<file path="src/rtl/rsi_pkg.sv">
// Summary of operation
// - Power-on, brown-out, clear-pin and watchdog resets load program counter with zero.
// - Clear-pin reset while running clears status 7..5, keeps other bits.
// - Clear-pin reset asleep: status 7..5 cleared, timeout set, powerdown cleared.
// - Interrupt wake-up: next address, timeout set, powerdown cleared, rest kept.
// - Interrupt wake-up with global enable set loads the interrupt vector.
// - Power-on: status 0001_1xxx, power-on flag clear; brown-out clears brown-out flag.
// - Watchdog reset clears status 7..4, sets powerdown; watchdog wake clears both flags.
// - Resets set option, port A-D directions, timer-two period to ones; port E 0000_0111.
// - A wake-up leaves at least one interrupt flag set showing its cause.
// - Unimplemented register bits always read as zero.
// - Of the causes only power-on reset clears the power-on flag; a software write sets or clears it.
// - Watchdog wake-up does not drive registers to their reset state.
package rsi_pkg;
  localparam int unsigned PC_W = 13;
  localparam logic [12:0] RESET_VECTOR = 13'h0000;
  localparam logic [12:0] IRQ_VECTOR = 13'h0004;
  localparam logic [7:0] ALL_ONES = 8'hFF;
  localparam logic [7:0] PORT_E_DIR_RESET = 8'h07;
  localparam logic [7:0] PORT_E_DIR_MASK = 8'hF7;
  localparam logic [7:0] TX_STATUS_MASK = 8'hF7;
  localparam logic [7:0] TX_STATUS_RESET = 8'h02;
  localparam logic [7:0] CONV_CTRL_MASK = 8'hFD;
  localparam logic [7:0] FLAGS_ONE_MASK = 8'h77;
  // Status field positions
  localparam int unsigned ST_TO = 4;
  localparam int unsigned ST_PD = 3;
  localparam logic [7:0] ST_POR_VALUE = 8'h18;
  localparam logic [7:0] ST_KEEP_LOW3 = 8'h07;
  localparam logic [7:0] ST_KEEP_LOW5 = 8'h1F;
  localparam logic [7:0] ST_KEEP_TOP3 = 8'hE0;
  // Power control field positions
  localparam int unsigned PC_POR = 1;
  localparam int unsigned PC_BOR = 0;
  // Register indices
  localparam logic [3:0] A_STATUS = 4'h0;
  localparam logic [3:0] A_PWRCTL = 4'h1;
  localparam logic [3:0] A_OPTION = 4'h2;
  localparam logic [3:0] A_DIR_A = 4'h3;
  localparam logic [3:0] A_DIR_B = 4'h4;
  localparam logic [3:0] A_DIR_C = 4'h5;
  localparam logic [3:0] A_DIR_D = 4'h6;
  localparam logic [3:0] A_DIR_E = 4'h7;
  localparam logic [3:0] A_T2PER = 4'h8;
  localparam logic [3:0] A_TRANSMIT_STATUS = 4'h9;
  localparam logic [3:0] A_CONV = 4'hA;
  localparam logic [3:0] A_FLAGS1 = 4'hB;
  localparam logic [3:0] A_ENABLES1 = 4'hC;
  localparam logic [3:0] A_EVT = 4'hD;
  localparam logic [3:0] A_MASK = 4'hE;
  localparam logic [3:0] A_PCLO = 4'hF;
  // Event bits: 0 por,1 bor,2 clr run,3 clr sleep,4 wdt rst,5 wdt wake,6 irq wake
  localparam int unsigned EVT_W = 7;
  typedef enum logic [2:0] {
    RSI_NONE, RSI_POR, RSI_BOR, RSI_CLR_RUN, RSI_CLR_SLEEP, RSI_WDT_RST, RSI_WDT_WAKE,
    RSI_IRQ_WAKE
  } rsi_cause_e;
endpackage

</file>
<file path="src/rtl/rsi_reset_state_initializer.sv">
`timescale 1ns/10ps
`default_nettype none
module rsi_reset_state_initializer #(
  parameter int unsigned ADDR_W = 4
) (
  input wire logic clock_i,
  input wire logic reset_n_i,
  input wire logic por_event_i,
  input wire logic bor_event_i,
  input wire logic clear_pin_event_i,
  input wire logic watchdog_event_i,
  input wire logic irq_wake_event_i,
  input wire logic sleeping_i,
  input wire logic global_irq_enable_i,
  input wire logic [rsi_pkg::PC_W-1:0] pc_i,
  input wire logic [ADDR_W-1:0] addr_i,
  input wire logic [7:0] wdata_i,
  input wire logic write_i,
  input wire logic read_i,
  output logic [7:0] rdata_o,
  output logic pc_load_o,
  output logic [rsi_pkg::PC_W-1:0] pc_o,
  output logic [7:0] core_status_o,
  output logic [1:0] power_control_o,
  output logic [7:0] option_o,
  output logic [7:0] port_a_direction_o,
  output logic [7:0] port_b_direction_o,
  output logic [7:0] port_c_direction_o,
  output logic [7:0] port_d_direction_o,
  output logic [7:0] port_e_direction_o,
  output logic [7:0] timer_two_period_o,
  output logic irq_o
);
  typedef struct packed {
    logic [7:0] status;
    logic [1:0] pwr;
    logic [7:0] option;
    logic [7:0] dir_a;
    logic [7:0] dir_b;
    logic [7:0] dir_c;
    logic [7:0] dir_d;
    logic [7:0] dir_e;
    logic [7:0] t2per;
    logic [7:0] transmit_status;
    logic [7:0] conv;
    logic [7:0] flags1;
    logic [7:0] en1;
    logic [rsi_pkg::EVT_W-1:0] evt;
    logic [rsi_pkg::EVT_W-1:0] mask;
    logic pc_load;
    logic [rsi_pkg::PC_W-1:0] pc;
    logic [7:0] rdata;
    logic [rsi_pkg::EVT_W-1:0] wake_seen;
  } rsi_state_s;

  rsi_state_s state_q;
  rsi_state_s state_d;
  rsi_pkg::rsi_cause_e cause;

  // Fixed priority picks one cause even when detectors overlap
  always_comb begin
    if (por_event_i) begin
      cause = rsi_pkg::RSI_POR;
    end else if (bor_event_i) begin
      cause = rsi_pkg::RSI_BOR;
    end else if (clear_pin_event_i) begin
      cause = sleeping_i ? rsi_pkg::RSI_CLR_SLEEP : rsi_pkg::RSI_CLR_RUN;
    end else if (watchdog_event_i) begin
      cause = sleeping_i ? rsi_pkg::RSI_WDT_WAKE : rsi_pkg::RSI_WDT_RST;
    end else if (irq_wake_event_i && sleeping_i) begin
      cause = rsi_pkg::RSI_IRQ_WAKE;
    end else begin
      cause = rsi_pkg::RSI_NONE;
    end
  end

  function automatic rsi_state_s full_reset(input rsi_state_s s);
    rsi_state_s r;
    r = s;
    r.pc_load = 1'b1;
    r.pc = rsi_pkg::RESET_VECTOR;
    r.option = rsi_pkg::ALL_ONES;
    r.dir_a = rsi_pkg::ALL_ONES;
    r.dir_b = rsi_pkg::ALL_ONES;
    r.dir_c = rsi_pkg::ALL_ONES;
    r.dir_d = rsi_pkg::ALL_ONES;
    r.dir_e = rsi_pkg::PORT_E_DIR_RESET;
    r.t2per = rsi_pkg::ALL_ONES;
    r.transmit_status = rsi_pkg::TX_STATUS_RESET;
    r.conv = 8'h00;
    r.flags1 = 8'h00;
    r.en1 = 8'h00;
    return r;
  endfunction

  logic [rsi_pkg::EVT_W-1:0] evt_set;
  logic [rsi_pkg::PC_W-1:0] next_pc;

  always_comb begin
    state_d = state_q;
    state_d.pc_load = 1'b0;
    state_d.rdata = 8'h00;
    evt_set = '0;
    next_pc = pc_i + rsi_pkg::PC_W'(1);
    // Software access first; a cause in the same cycle overrides only the fields it loads
    if (write_i) begin
      unique case (addr_i)
        rsi_pkg::A_STATUS: state_d.status = wdata_i;
        rsi_pkg::A_PWRCTL: state_d.pwr = wdata_i[1:0];
        rsi_pkg::A_OPTION: state_d.option = wdata_i;
        rsi_pkg::A_DIR_A: state_d.dir_a = wdata_i;
        rsi_pkg::A_DIR_B: state_d.dir_b = wdata_i;
        rsi_pkg::A_DIR_C: state_d.dir_c = wdata_i;
        rsi_pkg::A_DIR_D: state_d.dir_d = wdata_i;
        rsi_pkg::A_DIR_E: state_d.dir_e = wdata_i & rsi_pkg::PORT_E_DIR_MASK;
        rsi_pkg::A_T2PER: state_d.t2per = wdata_i;
        rsi_pkg::A_TRANSMIT_STATUS: state_d.transmit_status = wdata_i & rsi_pkg::TX_STATUS_MASK;
        rsi_pkg::A_CONV: state_d.conv = wdata_i & rsi_pkg::CONV_CTRL_MASK;
        rsi_pkg::A_FLAGS1: state_d.flags1 = wdata_i & rsi_pkg::FLAGS_ONE_MASK;
        rsi_pkg::A_ENABLES1: state_d.en1 = wdata_i & rsi_pkg::FLAGS_ONE_MASK;
        rsi_pkg::A_EVT: state_d.evt = state_q.evt & ~wdata_i[rsi_pkg::EVT_W-1:0];
        rsi_pkg::A_MASK: state_d.mask = wdata_i[rsi_pkg::EVT_W-1:0];
        default: state_d.wake_seen = '0;
      endcase
    end
    if (read_i) begin
      unique case (addr_i)
        rsi_pkg::A_STATUS: state_d.rdata = state_q.status;
        rsi_pkg::A_PWRCTL: state_d.rdata = {6'h00, state_q.pwr};
        rsi_pkg::A_OPTION: state_d.rdata = state_q.option;
        rsi_pkg::A_DIR_A: state_d.rdata = state_q.dir_a;
        rsi_pkg::A_DIR_B: state_d.rdata = state_q.dir_b;
        rsi_pkg::A_DIR_C: state_d.rdata = state_q.dir_c;
        rsi_pkg::A_DIR_D: state_d.rdata = state_q.dir_d;
        rsi_pkg::A_DIR_E: state_d.rdata = state_q.dir_e;
        rsi_pkg::A_T2PER: state_d.rdata = state_q.t2per;
        rsi_pkg::A_TRANSMIT_STATUS: state_d.rdata = state_q.transmit_status;
        rsi_pkg::A_CONV: state_d.rdata = state_q.conv;
        rsi_pkg::A_FLAGS1: state_d.rdata = state_q.flags1;
        rsi_pkg::A_ENABLES1: state_d.rdata = state_q.en1;
        rsi_pkg::A_EVT: state_d.rdata = {1'b0, state_q.evt};
        rsi_pkg::A_MASK: state_d.rdata = {1'b0, state_q.mask};
        default: state_d.rdata = state_q.pc[7:0];
      endcase
    end
    unique case (cause)
      rsi_pkg::RSI_POR: begin
        state_d = full_reset(state_d);
        state_d.status = rsi_pkg::ST_POR_VALUE | (state_q.status & rsi_pkg::ST_KEEP_LOW3);
        state_d.pwr[rsi_pkg::PC_POR] = 1'b0;
        evt_set[0] = 1'b1;
      end
      rsi_pkg::RSI_BOR: begin
        state_d = full_reset(state_d);
        state_d.status = rsi_pkg::ST_POR_VALUE | (state_q.status & rsi_pkg::ST_KEEP_LOW3);
        state_d.pwr[rsi_pkg::PC_BOR] = 1'b0;
        evt_set[1] = 1'b1;
      end
      rsi_pkg::RSI_CLR_RUN: begin
        state_d = full_reset(state_d);
        state_d.status = state_q.status & rsi_pkg::ST_KEEP_LOW5;
        state_d.pwr = state_q.pwr;
        evt_set[2] = 1'b1;
      end
      rsi_pkg::RSI_CLR_SLEEP: begin
        state_d = full_reset(state_d);
        state_d.status = state_q.status & rsi_pkg::ST_KEEP_LOW3;
        state_d.status[rsi_pkg::ST_TO] = 1'b1;
        state_d.pwr = state_q.pwr;
        evt_set[3] = 1'b1;
      end
      rsi_pkg::RSI_WDT_RST: begin
        state_d = full_reset(state_d);
        state_d.status = state_q.status & rsi_pkg::ST_KEEP_LOW3;
        state_d.status[rsi_pkg::ST_PD] = 1'b1;
        state_d.pwr = state_q.pwr;
        evt_set[4] = 1'b1;
      end
      rsi_pkg::RSI_WDT_WAKE: begin
        // Resumption, not a reset: only the counter, two status flags and event bit 5 (with its wake_seen copy) move
        state_d.pc_load = 1'b1;
        state_d.pc = next_pc;
        state_d.status[rsi_pkg::ST_TO] = 1'b0;
        state_d.status[rsi_pkg::ST_PD] = 1'b0;
        evt_set[5] = 1'b1;
      end
      rsi_pkg::RSI_IRQ_WAKE: begin
        state_d.pc_load = 1'b1;
        state_d.pc = global_irq_enable_i ? rsi_pkg::IRQ_VECTOR : next_pc;
        state_d.status[rsi_pkg::ST_TO] = 1'b1;
        state_d.status[rsi_pkg::ST_PD] = 1'b0;
        evt_set[6] = 1'b1;
      end
      rsi_pkg::RSI_NONE: begin
        state_d.pc_load = 1'b0;
      end
    endcase
    // Set wins over a clear in the same cycle
    state_d.evt = state_d.evt | evt_set;
    state_d.wake_seen = state_d.wake_seen | evt_set;
  end

  always_ff @(posedge clock_i or negedge reset_n_i) begin
    if (!reset_n_i) begin
      state_q <= '0;
    end else begin
      state_q <= state_d;
    end
  end

  assign rdata_o = state_q.rdata;
  assign pc_load_o = state_q.pc_load;
  assign pc_o = state_q.pc;
  assign core_status_o = state_q.status;
  assign power_control_o = state_q.pwr;
  assign option_o = state_q.option;
  assign port_a_direction_o = state_q.dir_a;
  assign port_b_direction_o = state_q.dir_b;
  assign port_c_direction_o = state_q.dir_c;
  assign port_d_direction_o = state_q.dir_d;
  assign port_e_direction_o = state_q.dir_e;
  assign timer_two_period_o = state_q.t2per;
  assign irq_o = |(state_q.evt & state_q.mask);

  reset_pc_zero_a: assert property (@(posedge clock_i) disable iff (!reset_n_i)
    (cause inside {rsi_pkg::RSI_POR, rsi_pkg::RSI_BOR, rsi_pkg::RSI_CLR_RUN,
      rsi_pkg::RSI_WDT_RST}) |=> (pc_load_o && pc_o == rsi_pkg::RESET_VECTOR))
    else $error("reset did not load zero");
  clr_run_status_a: assert property (@(posedge clock_i) disable iff (!reset_n_i)
    cause == rsi_pkg::RSI_CLR_RUN |=>
      core_status_o == ($past(core_status_o) & rsi_pkg::ST_KEEP_LOW5)
      && power_control_o == $past(power_control_o))
    else $error("clear-pin run status wrong");
  clr_sleep_flags_a: assert property (@(posedge clock_i) disable iff (!reset_n_i)
    cause == rsi_pkg::RSI_CLR_SLEEP |=> core_status_o[7:3] == 5'h02)
    else $error("clear-pin sleep status wrong");
  irq_wake_pc_a: assert property (@(posedge clock_i) disable iff (!reset_n_i)
    cause == rsi_pkg::RSI_IRQ_WAKE && !global_irq_enable_i |=>
      pc_o == $past(pc_i) + rsi_pkg::PC_W'(1) && core_status_o[4:3] == 2'b10)
    else $error("interrupt wake continuation wrong");
  irq_vector_a: assert property (@(posedge clock_i) disable iff (!reset_n_i)
    cause == rsi_pkg::RSI_IRQ_WAKE && global_irq_enable_i |=> pc_o == rsi_pkg::IRQ_VECTOR)
    else $error("interrupt vector not loaded");
  por_flag_a: assert property (@(posedge clock_i) disable iff (!reset_n_i)
    cause != rsi_pkg::RSI_POR && !(write_i && addr_i == rsi_pkg::A_PWRCTL) |=>
      power_control_o[rsi_pkg::PC_POR] == $past(power_control_o[rsi_pkg::PC_POR]))
    else $error("power-on flag changed");
  wdt_wake_keep_a: assert property (@(posedge clock_i) disable iff (!reset_n_i)
    cause == rsi_pkg::RSI_WDT_WAKE && !write_i |=>
      option_o == $past(option_o) && timer_two_period_o == $past(timer_two_period_o)
      && core_status_o[4:3] == 2'b00)
    else $error("watchdog wake disturbed registers");
  reset_dirs_a: assert property (@(posedge clock_i) disable iff (!reset_n_i)
    cause == rsi_pkg::RSI_WDT_RST |=> port_e_direction_o == rsi_pkg::PORT_E_DIR_RESET
      && port_a_direction_o == rsi_pkg::ALL_ONES && core_status_o[7:3] == 5'h01)
    else $error("reset directions wrong");
  wake_flag_a: assert property (@(posedge clock_i) disable iff (!reset_n_i)
    cause inside {rsi_pkg::RSI_WDT_WAKE, rsi_pkg::RSI_IRQ_WAKE} |=> state_q.evt != '0)
    else $error("wake cause not recorded");
  por_seen_c: cover property (@(posedge clock_i) cause == rsi_pkg::RSI_POR);
  irq_vec_c: cover property (@(posedge clock_i)
    cause == rsi_pkg::RSI_IRQ_WAKE && global_irq_enable_i);
  wdt_wake_c: cover property (@(posedge clock_i) cause == rsi_pkg::RSI_WDT_WAKE);
  irq_out_c: cover property (@(posedge clock_i) irq_o);
  wdt_rst_c: cover property (@(posedge clock_i) cause == rsi_pkg::RSI_WDT_RST);

  // Cause-specific status, power-control and counter patterns
  por_status_a: assert property (@(posedge clock_i) disable iff (!reset_n_i)
    cause == rsi_pkg::RSI_POR |=>
      (core_status_o & ~rsi_pkg::ST_KEEP_LOW3) == rsi_pkg::ST_POR_VALUE
      && !power_control_o[rsi_pkg::PC_POR])
    else $error("power-on status wrong");

  bor_flags_a: assert property (@(posedge clock_i) disable iff (!reset_n_i)
    cause == rsi_pkg::RSI_BOR |=>
      !power_control_o[rsi_pkg::PC_BOR]
      && power_control_o[rsi_pkg::PC_POR] == $past(power_control_o[rsi_pkg::PC_POR]))
    else $error("brown-out flags wrong");

  wdt_rst_status_a: assert property (@(posedge clock_i) disable iff (!reset_n_i)
    cause == rsi_pkg::RSI_WDT_RST |=>
      core_status_o[7:4] == 4'h0 && core_status_o[rsi_pkg::ST_PD]
      && power_control_o == $past(power_control_o))
    else $error("watchdog reset status wrong");

  wdt_wake_pc_a: assert property (@(posedge clock_i) disable iff (!reset_n_i)
    cause == rsi_pkg::RSI_WDT_WAKE |=>
      pc_load_o && pc_o == $past(pc_i) + rsi_pkg::PC_W'(1))
    else $error("watchdog wake continuation wrong");

  clr_sleep_keep_a: assert property (@(posedge clock_i) disable iff (!reset_n_i)
    cause == rsi_pkg::RSI_CLR_SLEEP |=>
      power_control_o == $past(power_control_o)
      && core_status_o[2:0] == $past(core_status_o[2:0]))
    else $error("clear-pin sleep kept bits wrong");

  // A write in the same cycle may move a register, so wake checks skip it
  wake_dirs_keep_a: assert property (@(posedge clock_i) disable iff (!reset_n_i)
    cause inside {rsi_pkg::RSI_WDT_WAKE, rsi_pkg::RSI_IRQ_WAKE} && !write_i |=>
      port_a_direction_o == $past(port_a_direction_o)
      && port_b_direction_o == $past(port_b_direction_o)
      && port_e_direction_o == $past(port_e_direction_o))
    else $error("wake changed direction registers");

  wake_status_keep_a: assert property (@(posedge clock_i) disable iff (!reset_n_i)
    cause inside {rsi_pkg::RSI_WDT_WAKE, rsi_pkg::RSI_IRQ_WAKE} && !write_i |=>
      core_status_o[7:5] == $past(core_status_o[7:5])
      && core_status_o[2:0] == $past(core_status_o[2:0])
      && power_control_o == $past(power_control_o))
    else $error("wake changed kept status bits");

  reset_others_a: assert property (@(posedge clock_i) disable iff (!reset_n_i)
    cause inside {rsi_pkg::RSI_POR, rsi_pkg::RSI_BOR, rsi_pkg::RSI_CLR_RUN,
      rsi_pkg::RSI_CLR_SLEEP} |=>
      option_o == rsi_pkg::ALL_ONES && timer_two_period_o == rsi_pkg::ALL_ONES
      && port_d_direction_o == rsi_pkg::ALL_ONES)
    else $error("reset register values wrong");

  no_cause_load_a: assert property (@(posedge clock_i) disable iff (!reset_n_i)
    cause == rsi_pkg::RSI_NONE |=> !pc_load_o)
    else $error("counter loaded without a cause");

  // Read data is zero outside its one cycle so a stale byte is never seen
  rdata_idle_a: assert property (@(posedge clock_i) disable iff (!reset_n_i)
    !read_i |=> rdata_o == 8'h00)
    else $error("read data not idle");

  unimpl_zero_a: assert property (@(posedge clock_i) disable iff (!reset_n_i)
    (state_q.transmit_status & ~rsi_pkg::TX_STATUS_MASK) == 8'h00
      && (state_q.conv & ~rsi_pkg::CONV_CTRL_MASK) == 8'h00
      && (state_q.flags1 & ~rsi_pkg::FLAGS_ONE_MASK) == 8'h00
      && (state_q.en1 & ~rsi_pkg::FLAGS_ONE_MASK) == 8'h00)
    else $error("unimplemented bit set");

  // Set wins even against a clear written in the same cycle
  irq_wake_evt_a: assert property (@(posedge clock_i) disable iff (!reset_n_i)
    cause == rsi_pkg::RSI_IRQ_WAKE |=> state_q.evt[6])
    else $error("interrupt wake event lost");

  wdt_wake_evt_a: assert property (@(posedge clock_i) disable iff (!reset_n_i)
    cause == rsi_pkg::RSI_WDT_WAKE |=> state_q.evt[5])
    else $error("watchdog wake event lost");
endmodule
`default_nettype wire

</file>
<file path="config.mk">
export PLATFORM = sky130hd
export DESIGN_NAME = rsi_reset_state_initializer
export DESIGN_NICKNAME = d
export VERILOG_FILES = /design/src/rtl/rsi_pkg.sv /design/src/rtl/rsi_reset_state_initializer.sv
export SDC_FILE = /design/constraint.sdc
export NUM_CORES = 1
export LEC_CHECK = 0
export BUFFER_PORTS_ARGS = -buffer_cell sky130_fd_sc_hd__buf_2
export CAP_MARGIN = 20
export CORE_MARGIN = 2
export CORE_UTILIZATION = 45
export DETAILED_ROUTE_END_ITERATION = 8
export HOLD_SLACK_MARGIN = 0.03
export MAX_ROUTING_LAYER = met4
export PLACE_DENSITY = 0.76
export SETUP_SLACK_MARGIN = 0.3
export SYNTH_ARGS = -nofsm -noshare
export SYNTH_HDL_FRONTEND = slang
export SYNTH_SLANG_ARGS = --single-unit
</file>
<file path="constraint.sdc">
create_clock -name clock_i -period 1.75 [get_ports clock_i]
set_input_delay 0.175 -clock clock_i [delete_from_list [all_inputs] [get_ports clock_i]]
set_output_delay 0.175 -clock clock_i [all_outputs]
set_load 0.1 [all_outputs]
</file>
==> flow_metrics.env <==
export IMPL_status="complete, but fails checks"
export IMPL_violations="setup timing"
export IMPL_drtIter0Drc=605
export IMPL_finalSetupTns_ns=-0.0613
export IMPL_synth_top_area_frac=0.443
export IMPL_synth_seq_cells=127
export IMPL_whs_path_depth=3
export IMPL_synth_async_reset_ratio=1.00
export IMPL_clk_latency_ns=0.42
export IMPL_rrSetupSlack_ns=0.13
export IMPL_cp_end_kind="output port"
export IMPL_grt_use_total=0.286
export IMPL_worstSetupPathType="reg -> out"
export IMPL_antenna_found_initial=0
export IMPL_route_vias_total=6071
export IMPL_synth_area_leaders="dfrtp_1, buf_4, mux2i_1"
export IMPL_avgSynthCellArea_um2=9.60
export IMPL_final_util=0.549
export IMPL_core_area_mm2=0.0157
export IMPL_netlist_instances=748
export IMPL_syn_area_mm2=0.00718
export IMPL_p_leak_nw=3.76
export IMPL_period_minus_slack_ns=1.81
export IMPL_cts_tree="built"
export IMPL_hold_class="in -> reg"
export IMPL_place_congestion=1.01
export IMPL_viasPerCell=5.80
export IMPL_critPathLaunchType="register"
export IMPL_dp_hpwl_mm=16.7
export IMPL_hold_viol=0
export IMPL_r2r_cells=4
export IMPL_r2r_end="rdata_o[5]$_DFF_PN0_"
export IMPL_grt_pass1_wl_mm=34.5
export IMPL_place_worst_setup_slack_ns=-0.0596
export IMPL_fin_skew_ns=0.00934
export IMPL_pin_count=125
export IMPL_clk_pin_slew_ns=0.05
export IMPL_slew_viol_final=0
export IMPL_final_layout_size_suffix_gt1_frac=0.308
export IMPL_die_w_um=130
export IMPL_arrival_ns=1.64
export IMPL_holdWs_ns=0.0509
export IMPL_areaGrowthSynthToFinish_pct=20.2
export IMPL_routed_wl_mm=23.1
export IMPL_wl_per_cell_um=22.0
export IMPL_htree_levels=4
export IMPL_setup_viol=1
export IMPL_die_h_um=130
export IMPL_cp_required_ns=1.57
export IMPL_rsz0062_at_grt="yes"
export IMPL_synth_most_common_cell="dfrtp_1"
export IMPL_syn_nets=785
export IMPL_whs_endpoint="pc_o[10]$_DFFE_PN0P_"
export IMPL_r2r_start="state_q[34]$_DFFE_PN0P_"
export IMPL_synth_commonest_cells="dfrtp_1, nand2_1, buf_4"
export IMPL_die_area_mm2=0.0170
export IMPL_synth_edff_count=0
export IMPL_antennaDiodeCount=0
export IMPL_cts_root_buf="clkbuf_16"
export IMPL_tightest_slew_ns=0.495
export IMPL_postLayoutCellArea_mm2=0.00863
export IMPL_maxCapViolCount=0
export IMPL_rows=46
export IMPL_yosysSeqAreaShare=0.443
export IMPL_portBuffers=123
export IMPL_ir_drop_mv=0.640
export IMPL_slew_headroom=0.667
export IMPL_fmax_mhz=552
export IMPL_powerDensity_mw_per_mm2=918
export IMPL_yosysTopAreaCell="dfrtp_1"
export IMPL_grt_max_degree=53
export IMPL_synth_cell_type_count=67
export IMPL_synth_ff_type="dfrtp_1"
export IMPL_synth_warnings=0
export IMPL_layout_setup_ws_ns=-0.0613
export IMPL_finalCritPeriodShare=1.04
export IMPL_post_route_drc_count=0
export IMPL_nets=856
export IMPL_drtAntennaViolNets=0
export IMPL_cts_sinks=127
export IMPL_grt_pass1_vias=5725
export IMPL_crit_fanout=3
export IMPL_cts_buffers=17
export IMPL_start_util=0.457
export IMPL_dr_pass1_iters=7
export IMPL_dpl_cell_area_mm2=0.00779
export IMPL_clockBufferDepth=2
export IMPL_hold_path_startpoint="pc_i[10]"
export IMPL_grt_overflow=0
==> cells by family after synthesis <==
family,after synthesis,synth area share
AO/OA/AOI/OAI,154,0.150
XOR/XNOR,11,0.0134
adder cells (fa/ha/maj),1,0.00174
buffers and inverters,143,0.130
flip-flops,127,0.443
multiplexers,69,0.105
other,1,0.000522
AND/OR/NAND/NOR,242,0.156
==> final cells by class <==
| cell class | count | area [um^2] |
|---|---|---|
| Tap cell | 216 | 270 |
| Sequential cell | 127 | 3180 |
| Inverter | 6 | 22.5 |
| Clock buffer | 20 | 467 |
| Multi-Input combinational cell | 478 | 3140 |
| Fill cell | 1342 | 7080 |
| Clock inverter | 11 | 115 |
| Timing Repair Buffer | 189 | 1440 |
==> critical path, cell delays in order, from the launching register on <==
cell and delay (ns):
dfrtp_1 0.43, a222oi_1 0.42, nand3_2 0.15, buf_6 0.22
==> through the flow <==
step | cells | total power, mW
2_1_floorplan | 748 | 3.98
3_3_place_gp | 1012 | 4.38
3_5_place_dp | 1012 | 4.40
4_1_cts | 1046 | 7.91
5_1_grt | 1047 | 8.16
6_report | 1047 | 7.92
==> worst max path at each step <==
stage | start | cells past startpoint | slack, ns | to
floorplan | addr_i[2] | 7 | 0.29 | rdata_o[4]$_DFF_PN0_
global placement | addr_i[2] | 7 | -0.01 | core_status_o[3]$_DFFE_PN0P_
detailed placement | addr_i[2] | 7 | -0.06 | core_status_o[4]$_DFFE_PN0P_
CTS | state_q[35]$_DFFE_PN0P_ | 3 | -0.09 | irq_o
global route | state_q[35]$_DFFE_PN0P_ | 3 | -0.11 | irq_o
finish | state_q[35]$_DFFE_PN0P_ | 3 | -0.06 | irq_o
==> timing repair <==
item / in CTS / in global routing
resized for setup: 45 / 34
setup buffers: 0 / 1
pin swaps: 4 / 4
endpoints found under the hold margin: 34 / 0
endpoints found under the setup margin: 40 / 35
hold buffers: 3 / 0
==> per-layer routing <==
metal	vias up	routed length [um]	share of wire	global-route usage
li1	2700	-	-	-
met5	-	0	0	-
met2	305	11000	0.48	0.434
met3	55	1670	0.073	0.0549
met4	0	680	0.029	0.0930
met1	3011	9750	0.42	0.388
==> report_power, final <==
group	switching [mW]	leakage (nW)	internal, mW
Clock	1.32	0.279	2.18
Sequential	0.105	1.44	3.04
Combinational	0.867	2.04	0.406
Total	2.29	3.76	5.63
==> registers in the layout, indices dropped and copies added, names as in the netlist, 7 cells and up <==
signal	flops
core_status_o	8
option_o	8
pc_o	13
port_a_direction_o	8
port_b_direction_o	8
port_c_direction_o	8
port_d_direction_o	8
port_e_direction_o	7
rdata_o	8
state_q	40
timer_two_period_o	8
==> cells in the final DEF (no fill, tap or decap), types with 3 or more instances in the layout <==
| cell | Yosys | final |
|---|---|---|
| nand2b_1 | 5 | 5 |
| a22oi_1 | 6 | 5 |
| nor3_1 | 4 | 4 |
| nor2_1 | 54 | 54 |
| inv_1 | 5 | 5 |
| o21ai_0 | 26 | 25 |
| mux2_2 | 14 | 14 |
| nor3_4 | 3 | 3 |
| o211ai_1 | 53 | 53 |
| nand3_1 | 20 | 19 |
| a32oi_1 | 5 | 4 |
| nand2_1 | 121 | 120 |
| o31ai_1 | 3 | 3 |
| a21oi_1 | 12 | 10 |
| and2_1 | 3 | 3 |
| buf_4 | 93 | 87 |
| clkbuf_4 | 0 | 27 |
| and3_1 | 3 | 3 |
| clkinv_2 | 0 | 5 |
| xor2_1 | 7 | 7 |
| dfrtp_1 | 127 | 127 |
| a22o_1 | 4 | 4 |
| clkinvlp_4 | 0 | 4 |
| clkbuf_8 | 0 | 3 |
| clkbuf_16 | 0 | 17 |
| mux4_2 | 2 | 3 |
| dlygate4sd3_1 | 0 | 3 |
| xnor2_1 | 4 | 4 |
| nand3b_1 | 5 | 5 |
| buf_2 | 17 | 58 |
| a31oi_1 | 9 | 9 |
| mux2_1 | 5 | 5 |
| buf_12 | 0 | 12 |
| mux2i_1 | 47 | 47 |
| nor2b_1 | 8 | 8 |
| o21ai_1 | 11 | 12 |
(Power assumes the default switching activity.)
